===== config.mk =====
export PLATFORM = sky130hd
export DESIGN_NAME = fifo_irq_cfg
export DESIGN_NICKNAME = d
export VERILOG_FILES = /design/src/design/fifo_irq_cfg_pkg.sv /design/src/design/irq_pin_ctrl.sv /design/src/design/fifo_irq_cfg.sv
export SDC_FILE = /design/constraint.sdc
export NUM_CORES = 1
export LEC_CHECK = 0
export BUFFER_PORTS_ARGS = -buffer_cell sky130_fd_sc_hd__buf_2
export CORE_MARGIN = 3
export CORE_UTILIZATION = 26
export CTS_CLUSTER_SIZE = 25
export DETAILED_ROUTE_END_ITERATION = 7
export PLACE_DENSITY = 0.53
export SKIP_LAST_GASP = 1
export SLEW_MARGIN = 30
export SYNTH_ARGS = -nofsm -noshare
export SYNTH_HDL_FRONTEND = slang
export SYNTH_HIERARCHICAL = 1
export SYNTH_SLANG_ARGS = --single-unit

===== constraint.sdc =====
create_clock -name ref_clk -period 4.4 [get_ports ref_clk]
set_input_delay 1.1 -clock ref_clk [delete_from_list [all_inputs] [get_ports ref_clk]]
set_output_delay 1.1 -clock ref_clk [all_outputs]
set_load 0.1 [all_outputs]

===== src/design/fifo_irq_cfg_pkg.sv =====
package fifo_irq_cfg_pkg;
	// Register offsets on the serial register port
	localparam logic [6:0] ADDR_DECIM = 7'h45;
	localparam logic [6:0] ADDR_THRESH = 7'h46;
	localparam logic [6:0] ADDR_CONTENT = 7'h47;
	localparam logic [6:0] ADDR_IRQ_EN = 7'h51;
	localparam logic [6:0] ADDR_PIN_OUT = 7'h53;
	localparam logic [6:0] ADDR_PIN_IN = 7'h54;
	localparam logic [6:0] ADDR_EVT_MAP = 7'h56;

	// Reset values
	localparam logic [7:0] RST_DECIM = 8'h00;
	localparam logic [7:0] RST_THRESH = 8'h80;
	localparam logic [7:0] RST_CONTENT = 8'h10;
	localparam logic [7:0] RST_IRQ_EN = 8'h00;
	localparam logic [7:0] RST_PIN_OUT = 8'h00;
	localparam logic [7:0] RST_PIN_IN = 8'h00;
	localparam logic [7:0] RST_EVT_MAP = 8'h00;

	// Writable bits per register, the rest read as zero
	localparam logic [7:0] MASK_DECIM = 8'h0f;
	localparam logic [7:0] MASK_IRQ_EN = 8'h70;
	localparam logic [7:0] MASK_PIN_IN = 8'h30;
	localparam logic [7:0] MASK_EVT_MAP = 8'hee;

	// Decimation register fields
	localparam int DECIM_EXP_LSB = 0;
	localparam int DECIM_EXP_W = 3;
	localparam int DECIM_FILT_BIT = 3;

	// Content register fields
	localparam int CONT_RATE_BIT = 7;
	localparam int CONT_HDR_BIT = 4;
	localparam int CONT_TAG1_BIT = 3;
	localparam int CONT_TAG2_BIT = 2;
	localparam int CONT_TIME_BIT = 1;
	localparam int CONT_HALT_BIT = 0;

	// Interrupt engine enables
	localparam int IRQ_THR_BIT = 6;
	localparam int IRQ_FULL_BIT = 5;
	localparam int IRQ_RDY_BIT = 4;

	// Pin output configuration: pin one at low nibble, pin two at high nibble
	localparam int PIN_TWO_BASE = 4;
	localparam int PIN_ONE_BASE = 0;
	localparam int PO_DRIVE_OFS = 3;
	localparam int PO_OD_OFS = 2;
	localparam int PO_POL_OFS = 1;
	localparam int PO_EDGE_OFS = 0;

	// Pin input enables
	localparam int PIN_IN_TWO_BIT = 5;
	localparam int PIN_IN_ONE_BIT = 4;

	// Event map: pin one in bits 7..5, pin two in bits 3..1
	localparam int MAP_ONE_RDY = 7;
	localparam int MAP_ONE_THR = 6;
	localparam int MAP_ONE_FULL = 5;
	localparam int MAP_TWO_RDY = 3;
	localparam int MAP_TWO_THR = 2;
	localparam int MAP_TWO_FULL = 1;

	// Datapath sizes
	localparam int SAMPLE_W = 48;
	localparam int BYTE_CNT_W = 11;
	localparam int THRESH_SHIFT = 2;
	localparam int SKIP_W = 8;
	localparam int DECIM_CNT_W = 8;
endpackage : fifo_irq_cfg_pkg


===== src/design/irq_pin_ctrl.sv =====
`timescale 1ns/1ps
// One interrupt pin: output shaping and trigger-input detection
module irq_pin_ctrl (
	// Clock and reset
	input wire logic ref_clk,
	input wire logic srst,
	// Configuration
	input wire logic drive_enable,
	input wire logic driver_type,
	input wire logic polarity,
	input wire logic trigger_style,
	input wire logic input_enable,
	// Event to signal
	input wire logic event_level,
	// Pin
	input wire logic pin_in,
	output logic pin_out,
	output logic pin_oe_n,
	// Results
	output logic trigger,
	output logic tag
);
	logic event_prev_r;
	logic asserted_prev_r;
	logic pin_out_r;
	logic pin_oe_n_r;
	logic trigger_r;
	logic tag_r;

	// Edge style gives a one-cycle pulse on each rising event, level style follows it
	wire logic event_shaped = trigger_style ? (event_level & ~event_prev_r) : event_level;
	// Output polarity: active high drives a 1 when asserted
	wire logic out_level = polarity ? event_shaped : ~event_shaped;
	// Open drain only pulls low, so the driver lets go when the level is high
	wire logic out_drive = drive_enable & (~driver_type | ~out_level);
	// Input side is only meaningful while the pin is not driven
	wire logic in_active = input_enable & ~drive_enable;
	wire logic asserted_in = polarity ? pin_in : ~pin_in;
	// Trigger detection honours the edge or level setting
	wire logic trig_nxt = in_active & (trigger_style ? (asserted_in & ~asserted_prev_r) : asserted_in);

	// Pin and detector registers
	always_ff @(posedge ref_clk) begin
		if (srst) begin
			event_prev_r <= 1'b0;
			asserted_prev_r <= 1'b0;
			pin_out_r <= 1'b0;
			pin_oe_n_r <= 1'b1;
			trigger_r <= 1'b0;
			tag_r <= 1'b0;
		end else begin
			event_prev_r <= event_level;
			asserted_prev_r <= in_active & asserted_in;
			pin_out_r <= out_level;
			pin_oe_n_r <= ~out_drive;
			trigger_r <= trig_nxt;
			tag_r <= pin_in;
		end
	end

	assign pin_out = pin_out_r;
	assign pin_oe_n = pin_oe_n_r;
	assign trigger = trigger_r;
	assign tag = tag_r;
endmodule : irq_pin_ctrl


===== src/design/fifo_irq_cfg.sv =====
`timescale 1ns/1ps
// How it works
// - FIFO input decimated by two to the exponent
// - Filter-select bit picks pre-filter or filtered samples
// - Threshold event when count exceeds threshold times four
// - Threshold register full byte, resets to 0x80
// - All sources off means FIFO off, no headers
// - Rate enable stores all three axes or none
// - Header enable adds frame headers; content resets 0x10
// - Tag enables tag frames from pin state
// - Pin polarity ignored for frame tagging
// - Overread returns one sensor-time frame when enabled
// - Halt bit stops FIFO writes when full
// - Engine enables: threshold 6, full 5, ready 4
// - Pin driven only while its drive enable set
// - Driver type push-pull or open drain when driven
// - Polarity sets active level, output or trigger input
// - Trigger style edge or level, for driven pins and trigger inputs
// - Input enables at bits 5 and 4
// - Input mode never affects new-data path
// - Events routed to pins by mapping bits
// - Trigger input honours edge or level setting
module fifo_irq_cfg (
	// Clock and reset
	input wire logic ref_clk,
	input wire logic srst,
	// Register port
	input wire logic reg_wr,
	input wire logic reg_rd,
	input wire logic [6:0] reg_addr,
	input wire logic [7:0] reg_wdata,
	output logic [7:0] reg_rdata,
	output logic reg_rvalid,
	// Sample sources
	input wire logic sample_valid,
	input wire logic [fifo_irq_cfg_pkg::SAMPLE_W-1:0] sample_pre,
	input wire logic [fifo_irq_cfg_pkg::SAMPLE_W-1:0] sample_filt,
	// FIFO storage status and readout
	input wire logic [fifo_irq_cfg_pkg::BYTE_CNT_W-1:0] fifo_byte_count,
	input wire logic fifo_full,
	input wire logic host_overread,
	// Frame write side
	output logic frame_wr,
	output logic [fifo_irq_cfg_pkg::SAMPLE_W-1:0] frame_data,
	output logic frame_has_header,
	output logic [1:0] frame_tag,
	output logic drop_oldest,
	output logic [fifo_irq_cfg_pkg::SKIP_W-1:0] skip_count,
	output logic time_frame_req,
	// Power-mode trigger inputs from the pins
	output logic [1:0] pmu_trigger,
	// Interrupt pins
	input wire logic event_pin_one_in,
	output logic event_pin_one_out,
	output logic event_pin_one_oe_n,
	input wire logic event_pin_two_in,
	output logic event_pin_two_out,
	output logic event_pin_two_oe_n
);
	// Configuration registers
	logic [7:0] fifo_decimation_config_r;
	logic [7:0] fifo_fill_threshold_r;
	logic [7:0] fifo_content_config_r;
	logic [7:0] irq_engine_enable_r;
	logic [7:0] irq_pin_output_config_r;
	logic [7:0] irq_pin_input_config_r;
	logic [7:0] irq_event_map_r;

	// Readback and datapath state
	logic [7:0] reg_rdata_r;
	logic reg_rvalid_r;
	logic [fifo_irq_cfg_pkg::DECIM_CNT_W-1:0] decim_cnt_r;
	logic frame_wr_r;
	logic [fifo_irq_cfg_pkg::SAMPLE_W-1:0] frame_data_r;
	logic frame_has_header_r;
	logic [1:0] frame_tag_r;
	logic drop_oldest_r;
	logic [fifo_irq_cfg_pkg::SKIP_W-1:0] skip_count_r;
	logic [fifo_irq_cfg_pkg::SKIP_W-1:0] skip_count_nxt;
	logic time_frame_req_r;
	logic time_sent_r;
	logic ready_evt_r;
	logic [1:0] pin_tag;
	logic [1:0] pin_trig;
	logic [1:0] pmu_trigger_r;

	// Address decode
	wire logic sel_decim = reg_addr == fifo_irq_cfg_pkg::ADDR_DECIM;
	wire logic sel_thresh = reg_addr == fifo_irq_cfg_pkg::ADDR_THRESH;
	wire logic sel_content = reg_addr == fifo_irq_cfg_pkg::ADDR_CONTENT;
	wire logic sel_irq_en = reg_addr == fifo_irq_cfg_pkg::ADDR_IRQ_EN;
	wire logic sel_pin_out = reg_addr == fifo_irq_cfg_pkg::ADDR_PIN_OUT;
	wire logic sel_pin_in = reg_addr == fifo_irq_cfg_pkg::ADDR_PIN_IN;
	wire logic sel_map = reg_addr == fifo_irq_cfg_pkg::ADDR_EVT_MAP;

	// Read multiplexer; unmapped addresses read as zero
	wire logic [7:0] rd_mux =
		sel_decim ? fifo_decimation_config_r :
		sel_thresh ? fifo_fill_threshold_r :
		sel_content ? fifo_content_config_r :
		sel_irq_en ? irq_engine_enable_r :
		sel_pin_out ? irq_pin_output_config_r :
		sel_pin_in ? irq_pin_input_config_r :
		sel_map ? irq_event_map_r : 8'h00;

	// Register writes; reserved bits are masked so they keep reading zero
	always_ff @(posedge ref_clk) begin
		if (srst) begin
			fifo_decimation_config_r <= fifo_irq_cfg_pkg::RST_DECIM;
			fifo_fill_threshold_r <= fifo_irq_cfg_pkg::RST_THRESH;
			fifo_content_config_r <= fifo_irq_cfg_pkg::RST_CONTENT;
			irq_engine_enable_r <= fifo_irq_cfg_pkg::RST_IRQ_EN;
			irq_pin_output_config_r <= fifo_irq_cfg_pkg::RST_PIN_OUT;
			irq_pin_input_config_r <= fifo_irq_cfg_pkg::RST_PIN_IN;
			irq_event_map_r <= fifo_irq_cfg_pkg::RST_EVT_MAP;
		end else if (reg_wr) begin
			if (sel_decim) begin
				fifo_decimation_config_r <= reg_wdata & fifo_irq_cfg_pkg::MASK_DECIM;
			end
			if (sel_thresh) begin
				fifo_fill_threshold_r <= reg_wdata;
			end
			if (sel_content) begin
				fifo_content_config_r <= reg_wdata;
			end
			if (sel_irq_en) begin
				irq_engine_enable_r <= reg_wdata & fifo_irq_cfg_pkg::MASK_IRQ_EN;
			end
			if (sel_pin_out) begin
				irq_pin_output_config_r <= reg_wdata;
			end
			if (sel_pin_in) begin
				irq_pin_input_config_r <= reg_wdata & fifo_irq_cfg_pkg::MASK_PIN_IN;
			end
			if (sel_map) begin
				irq_event_map_r <= reg_wdata & fifo_irq_cfg_pkg::MASK_EVT_MAP;
			end
		end
	end

	// Read answer one cycle after the strobe
	always_ff @(posedge ref_clk) begin
		if (srst) begin
			reg_rdata_r <= 8'h00;
			reg_rvalid_r <= 1'b0;
		end else begin
			reg_rdata_r <= reg_rd ? rd_mux : reg_rdata_r;
			reg_rvalid_r <= reg_rd;
		end
	end

	// Content fields
	wire logic rate_en = fifo_content_config_r[fifo_irq_cfg_pkg::CONT_RATE_BIT];
	wire logic hdr_en = fifo_content_config_r[fifo_irq_cfg_pkg::CONT_HDR_BIT];
	wire logic tag1_en = fifo_content_config_r[fifo_irq_cfg_pkg::CONT_TAG1_BIT];
	wire logic tag2_en = fifo_content_config_r[fifo_irq_cfg_pkg::CONT_TAG2_BIT];
	wire logic time_en = fifo_content_config_r[fifo_irq_cfg_pkg::CONT_TIME_BIT];
	wire logic halt_en = fifo_content_config_r[fifo_irq_cfg_pkg::CONT_HALT_BIT];

	// Decimation mask: exponent e accepts one sample out of 2^e
	wire logic [fifo_irq_cfg_pkg::DECIM_EXP_W-1:0] decim_exp =
		fifo_decimation_config_r[fifo_irq_cfg_pkg::DECIM_EXP_LSB +: fifo_irq_cfg_pkg::DECIM_EXP_W];
	wire logic [fifo_irq_cfg_pkg::DECIM_CNT_W-1:0] decim_one = {{(fifo_irq_cfg_pkg::DECIM_CNT_W-1){1'b0}}, 1'b1};
	wire logic [fifo_irq_cfg_pkg::DECIM_CNT_W-1:0] decim_mask = (decim_one << decim_exp) - decim_one;
	wire logic decim_hit = (decim_cnt_r & decim_mask) == {fifo_irq_cfg_pkg::DECIM_CNT_W{1'b0}};

	// The new-data path is never gated by the pin input mode
	wire logic sample_take = sample_valid & decim_hit;
	// With every source disabled the FIFO is off: no frame and no header
	wire logic fifo_on = rate_en;
	wire logic want_write = sample_take & fifo_on;
	// Halting on full drops the new sample, otherwise the oldest frame goes
	wire logic blocked = fifo_full & halt_en;
	wire logic do_write = want_write & ~blocked;
	wire logic do_drop = do_write & fifo_full;
	wire logic [fifo_irq_cfg_pkg::SAMPLE_W-1:0] sample_sel =
		fifo_decimation_config_r[fifo_irq_cfg_pkg::DECIM_FILT_BIT] ? sample_filt : sample_pre;

	// Skip counter saturates rather than wrap so software never sees a false small value
	always_comb begin
		skip_count_nxt = skip_count_r;
		if (do_drop && skip_count_r != {fifo_irq_cfg_pkg::SKIP_W{1'b1}}) begin
			skip_count_nxt = skip_count_r + {{(fifo_irq_cfg_pkg::SKIP_W-1){1'b0}}, 1'b1};
		end
	end

	// Decimation counter advances on every incoming sample
	always_ff @(posedge ref_clk) begin
		if (srst) begin
			decim_cnt_r <= {fifo_irq_cfg_pkg::DECIM_CNT_W{1'b0}};
		end else if (sample_valid) begin
			decim_cnt_r <= decim_cnt_r + decim_one;
		end
	end

	// Frame composer
	always_ff @(posedge ref_clk) begin
		if (srst) begin
			frame_wr_r <= 1'b0;
			frame_data_r <= {fifo_irq_cfg_pkg::SAMPLE_W{1'b0}};
			frame_has_header_r <= 1'b0;
			frame_tag_r <= 2'h0;
			drop_oldest_r <= 1'b0;
			skip_count_r <= {fifo_irq_cfg_pkg::SKIP_W{1'b0}};
			ready_evt_r <= 1'b0;
		end else begin
			frame_wr_r <= do_write;
			frame_data_r <= do_write ? sample_sel : frame_data_r;
			frame_has_header_r <= do_write & hdr_en;
			frame_tag_r <= do_write ? {tag2_en & pin_tag[1], tag1_en & pin_tag[0]} : 2'h0;
			drop_oldest_r <= do_drop;
			skip_count_r <= skip_count_nxt;
			ready_evt_r <= sample_take;
		end
	end

	// Overread gives exactly one time frame until the next real frame is written
	always_ff @(posedge ref_clk) begin
		if (srst) begin
			time_frame_req_r <= 1'b0;
			time_sent_r <= 1'b0;
		end else begin
			time_frame_req_r <= host_overread & time_en & ~time_sent_r;
			// An overread in the same cycle as a new frame still counts as sent
			if (host_overread && time_en) begin
				time_sent_r <= 1'b1;
			end else if (do_write) begin
				time_sent_r <= 1'b0;
			end
		end
	end

	// Threshold counts four-byte units; widened so 0xff times four fits
	wire logic [fifo_irq_cfg_pkg::BYTE_CNT_W-1:0] thresh_bytes =
		{{(fifo_irq_cfg_pkg::BYTE_CNT_W-8){1'b0}}, fifo_fill_threshold_r} << fifo_irq_cfg_pkg::THRESH_SHIFT;
	wire logic thr_evt = irq_engine_enable_r[fifo_irq_cfg_pkg::IRQ_THR_BIT] & (fifo_byte_count > thresh_bytes);
	wire logic full_evt = irq_engine_enable_r[fifo_irq_cfg_pkg::IRQ_FULL_BIT] & fifo_full;
	wire logic rdy_evt = irq_engine_enable_r[fifo_irq_cfg_pkg::IRQ_RDY_BIT] & ready_evt_r;

	// Event routing onto the two pins
	wire logic pin_one_evt =
		(irq_event_map_r[fifo_irq_cfg_pkg::MAP_ONE_RDY] & rdy_evt) |
		(irq_event_map_r[fifo_irq_cfg_pkg::MAP_ONE_THR] & thr_evt) |
		(irq_event_map_r[fifo_irq_cfg_pkg::MAP_ONE_FULL] & full_evt);
	wire logic pin_two_evt =
		(irq_event_map_r[fifo_irq_cfg_pkg::MAP_TWO_RDY] & rdy_evt) |
		(irq_event_map_r[fifo_irq_cfg_pkg::MAP_TWO_THR] & thr_evt) |
		(irq_event_map_r[fifo_irq_cfg_pkg::MAP_TWO_FULL] & full_evt);

	// Per-pin configuration slices
	wire logic [1:0] drive_enable = {
		irq_pin_output_config_r[fifo_irq_cfg_pkg::PIN_TWO_BASE + fifo_irq_cfg_pkg::PO_DRIVE_OFS],
		irq_pin_output_config_r[fifo_irq_cfg_pkg::PIN_ONE_BASE + fifo_irq_cfg_pkg::PO_DRIVE_OFS]};
	wire logic [1:0] driver_type = {
		irq_pin_output_config_r[fifo_irq_cfg_pkg::PIN_TWO_BASE + fifo_irq_cfg_pkg::PO_OD_OFS],
		irq_pin_output_config_r[fifo_irq_cfg_pkg::PIN_ONE_BASE + fifo_irq_cfg_pkg::PO_OD_OFS]};
	wire logic [1:0] polarity = {
		irq_pin_output_config_r[fifo_irq_cfg_pkg::PIN_TWO_BASE + fifo_irq_cfg_pkg::PO_POL_OFS],
		irq_pin_output_config_r[fifo_irq_cfg_pkg::PIN_ONE_BASE + fifo_irq_cfg_pkg::PO_POL_OFS]};
	wire logic [1:0] trigger_style = {
		irq_pin_output_config_r[fifo_irq_cfg_pkg::PIN_TWO_BASE + fifo_irq_cfg_pkg::PO_EDGE_OFS],
		irq_pin_output_config_r[fifo_irq_cfg_pkg::PIN_ONE_BASE + fifo_irq_cfg_pkg::PO_EDGE_OFS]};
	wire logic [1:0] input_enable = {
		irq_pin_input_config_r[fifo_irq_cfg_pkg::PIN_IN_TWO_BIT],
		irq_pin_input_config_r[fifo_irq_cfg_pkg::PIN_IN_ONE_BIT]};
	wire logic [1:0] pin_evt = {pin_two_evt, pin_one_evt};
	wire logic [1:0] pin_in = {event_pin_two_in, event_pin_one_in};
	logic [1:0] pin_out;
	logic [1:0] pin_oe_n;

	// One shaper per pin
	genvar gi;
	generate
		for (gi = 0; gi < 2; gi++) begin : g_pin
			irq_pin_ctrl u_pin (
				.ref_clk(ref_clk),
				.srst(srst),
				.drive_enable(drive_enable[gi]),
				.driver_type(driver_type[gi]),
				.polarity(polarity[gi]),
				.trigger_style(trigger_style[gi]),
				.input_enable(input_enable[gi]),
				.event_level(pin_evt[gi]),
				.pin_in(pin_in[gi]),
				.pin_out(pin_out[gi]),
				.pin_oe_n(pin_oe_n[gi]),
				.trigger(pin_trig[gi]),
				.tag(pin_tag[gi])
			);
		end
	endgenerate

	// Trigger outputs re-registered so the top drives only from flops
	always_ff @(posedge ref_clk) begin
		if (srst) begin
			pmu_trigger_r <= 2'h0;
		end else begin
			pmu_trigger_r <= pin_trig;
		end
	end

	assign reg_rdata = reg_rdata_r;
	assign reg_rvalid = reg_rvalid_r;
	assign frame_wr = frame_wr_r;
	assign frame_data = frame_data_r;
	assign frame_has_header = frame_has_header_r;
	assign frame_tag = frame_tag_r;
	assign drop_oldest = drop_oldest_r;
	assign skip_count = skip_count_r;
	assign time_frame_req = time_frame_req_r;
	assign pmu_trigger = pmu_trigger_r;
	assign event_pin_one_out = pin_out[0];
	assign event_pin_one_oe_n = pin_oe_n[0];
	assign event_pin_two_out = pin_out[1];
	assign event_pin_two_oe_n = pin_oe_n[1];
endmodule : fifo_irq_cfg


==> impl_results.md <==
- Worst-path cell chain: buf_2, ha_1, nor2b_1, o21ai_0, a21oi_1, o41ai_1, o211ai_1, a21boi_0, xor2_1, o21ai_0
- Slew @ Worst Pin: 0.9134 ns
- Worst r2r path cells: 10
- Initial antenna violation count: 1
- Initial DRC count: 279
- Top FF cell, synth: dfxtp_1
- Placed cell area: 7351 µm²
- WL per Instance: 16.14 µm
- Post-route cell area: 7898 µm²
- Share of power burned in registers: 44.6%
- Num CTS Buffers: 17
- Crit Path Class: in2reg
- Leakage: 3.200 nW
- F_max: 336.0 MHz
- Ys async rst share: 0%
- Yosys top cell area share: 43.79%
- Mux share of post-synthesis cell area: 15.78%
- Outcome: completed
- Hold endpoint: g_pin[0].u_pin/trigger
- Compound-cell area share of the yosys netlist: 13.31%
- Clock-pin slew on the worst setup and hold paths: 0.06 ns
- Ys Warns: 6
- First-pass GRT wire length: 29,580 µm
- Crit-path max FO: 2
- Synthesized area: 6081 µm²
- CTS tree: done
- Max Cap Viol: 0
- GRT busiest layer: met2
- Hold Fails Final Rpt: 0
- Antenna viol nets, final: 0
- Power per Cell Area: 345.8 nW/µm²
- Period minus WS final: 2.976 ns
- RR Startpoint: fifo_fill_threshold_r[1]
- Number of synthesized register bits: 133
- Hold depth: 1
- Vias per inst: 4.556
- Startpoint class of the critical path: input port
- Critical path's slowest cell: o41ai_1
- Switching share of power: 23.45%
- Fin Clk Skew: 0.007987 ns
- Mapped Cells: 657
- CP endpoint kind: register
- HPWL Detailed: 14,130 µm
- Hold path startpoint: g_pin[0].u_pin/asserted_prev_r
- Internal: 2.091 mW
- Gate power share: 7.3%
- Proportion of layout cells with a drive suffix above 1: 30.06%
- Synth top area cells: dfxtp_1 (44%), mux2i_1 (14%), nor2_1 (7.2%)
- Setup bufs post-CTS: 0
- Root buffer cell: clkbuf_16
- Syn avg cell area: 9.255 µm²
- Synth unique cells: 64
- Setup violators final: 0
- RSZ-0062 raised after global routing: false
- Post-CTS resize count: 0
- IO Pins: 208
- Non-Filler Instances: 1,168
- CP arrival: 3.31 ns
- Final worst path period share: 67.64%
- P&R area growth vs syn: 29.88%
- Drt drc: 0
- Largest stage delay on the critical path: 0.77 ns
- CTS sink cnt: 133
- I/O Buffers: 207
- Initial DRT Pass Iterations: 4
- H-tree levels: 4
- Cell accounting for the most synthesized area: dfxtp_1
- Worst path most repeated cell: o21ai_0
- Net Switching: 0.6406 mW
- Area of the core: 22,780 µm²
- CTS Hold Bufs: 0
- Syn nets: 798
- Via count: 5,321
- R2R Setup Slk: 1.83 ns
- Commonest cells post-synth: dfxtp_1 (133), nor2_1 (116), mux2i_1 (88), a211oi_1 (50)
- Relative slew slack: 39.11%
- Setup_tns: 0 ns
- Die W: 158.9 µm
- Antenna fix cells: 0
- GR met2 Demand/Resource: 23.60%
- Final net count: 983
- Dpl cells: 1,136
- Synth Area in Adders: 2.058%
- Clock share of power: 48.1%
- GRT Resource Usage Total: 14.82%
- Top-count cell post-synth: dfxtp_1
- Sequential share of the synthesized area: 43.79%
- Simple-gate share of the synthesized area: 19.34%
- Die area: 25,260 µm²
- Pins Over Slew Limit: 0
- Drt total wl: 18,850 µm
- Synth Area in XOR/XNOR: 1.296%
- HP Class: reg2reg
- Peak VDD IR: 0.1563 mV
- Met3 global-route usage: 3.902%
- Effective utilization at floorplan: 26.70%
- Req. time, crit path: 4.74 ns
- Row count: 55
- Clk_lat worst skew: 0.41 ns
- GRT overflow: 0
- Placer Congestion: 0.8384
- Vias in the first global route: 5,167
- Met1 GRT Util: 19.62%
- Clock buffer depth: 2
- DIE HEIGHT: 158.9 µm
- Largest net degree at the start of global routing: 97
- Post-synth EDFFs: 0
- Largest family of logic cells by synthesized area: simple AND/OR/NAND/NOR gates
- Worst R2R End: g_pin[0].u_pin/pin_oe_n
## stage by stage
stage	hold WS, ns	util (%)	worst slack [ns]	power, mW
floorplan	0.3836	-	1.714	1.346
global placement	0.3907	32.27	1.010	1.446
detailed placement	0.4072	32.27	1.012	1.446
CTS	0.4082	34.67	1.453	2.784
global route	0.4241	34.67	1.239	2.851
finish	0.4056	34.67	1.424	2.731
## routing by layer
metal / share of wire (%) / wire length [µm] / up-vias
met4: 1.5 / 278 / 2
met1: 47 / 8825 / 2455
li1: - / - / 2721
met3: 4.5 / 851 / 20
met2: 47 / 8888 / 123
met5: 0.037 / 7 / -
## worst max-delay path, delay by kind of cell
kind	cells	cell delay, ns
xor+xnor	1	0.16
simple gates	1	0.13
compound gates	6	1.53
buf+inv	1	0.10
fa+ha+maj	1	0.29
## cells in the final DEF, fill, tap and decap left out, drive strengths merged, types with 12 or more instances in the layout
cell type and n:
clkbuf 23, dfxtp 133, nand3 14, a21oi 12, mux2i 88, a211oi 50, inv 17, o21ai 14
nand2 18, buf 212, nor2b 23, nor2 116
## flip-flops by register name (all words and copies together), names as in the netlist, 2 cells and up
signal / count
frame_data: 48
fifo_content_config_r: 8
fifo_fill_threshold_r: 8
irq_pin_output_config_r: 8
reg_rdata: 8
skip_count: 8
decim_cnt_r: 7
irq_event_map_r: 6
fifo_decimation_config_r: 4
irq_engine_enable_r: 3
frame_tag: 2
g_pin.u_pin/asserted_prev_r: 2
g_pin.u_pin/event_prev_r: 2
g_pin.u_pin/pin_oe_n: 2
g_pin.u_pin/pin_out: 2
g_pin.u_pin/tag: 2
g_pin.u_pin/trigger: 2
irq_pin_input_config_r: 2
pmu_trigger: 2
## worst max-delay path by stage
stage / start / end / slack (ns) / cells past startpoint
after CTS: fifo_byte_count[3] / g_pin[0].u_pin/pin_oe_n / 1.45 / 10
after detailed placement: fifo_byte_count[3] / g_pin[0].u_pin/pin_oe_n / 1.01 / 10
after global routing: fifo_byte_count[3] / g_pin[0].u_pin/pin_oe_n / 1.24 / 10
final: fifo_byte_count[3] / g_pin[0].u_pin/pin_oe_n / 1.42 / 10
after floorplan: fifo_byte_count[3] / g_pin[0].u_pin/pin_oe_n / 1.71 / 9
after global placement: fifo_byte_count[3] / g_pin[1].u_pin/pin_oe_n / 1.01 / 10
## final cells by class
type                       instances  area (µm²)
fill                            2383       14880
clock inverter                     9       78.83
inverter                          17       63.81
timing repair buffer             212        1076
tap                              313       391.6
multi-input combinational        461        3156
sequential                       133        2664
clock buffer                      23       467.9
## power by group through the flow
stage,combinational [mW],clock [mW],sequential [mW]
after floorplan,0.0760,0,1.27
after global placement,0.200,0,1.25
after detailed placement,0.201,0,1.25
after CTS,0.201,1.36,1.22
after global routing,0.219,1.41,1.22
final,0.199,1.31,1.22
## cells by family after synthesis
family	count (synthesis)
AND/OR/NAND/NOR	234
flip-flops	133
AO/OA/AOI/OAI	113
multiplexers	95
buffers and inverters	63
adder cells (fa/ha/maj)	10
XOR/XNOR	9
(Power assumes the default switching activity.)
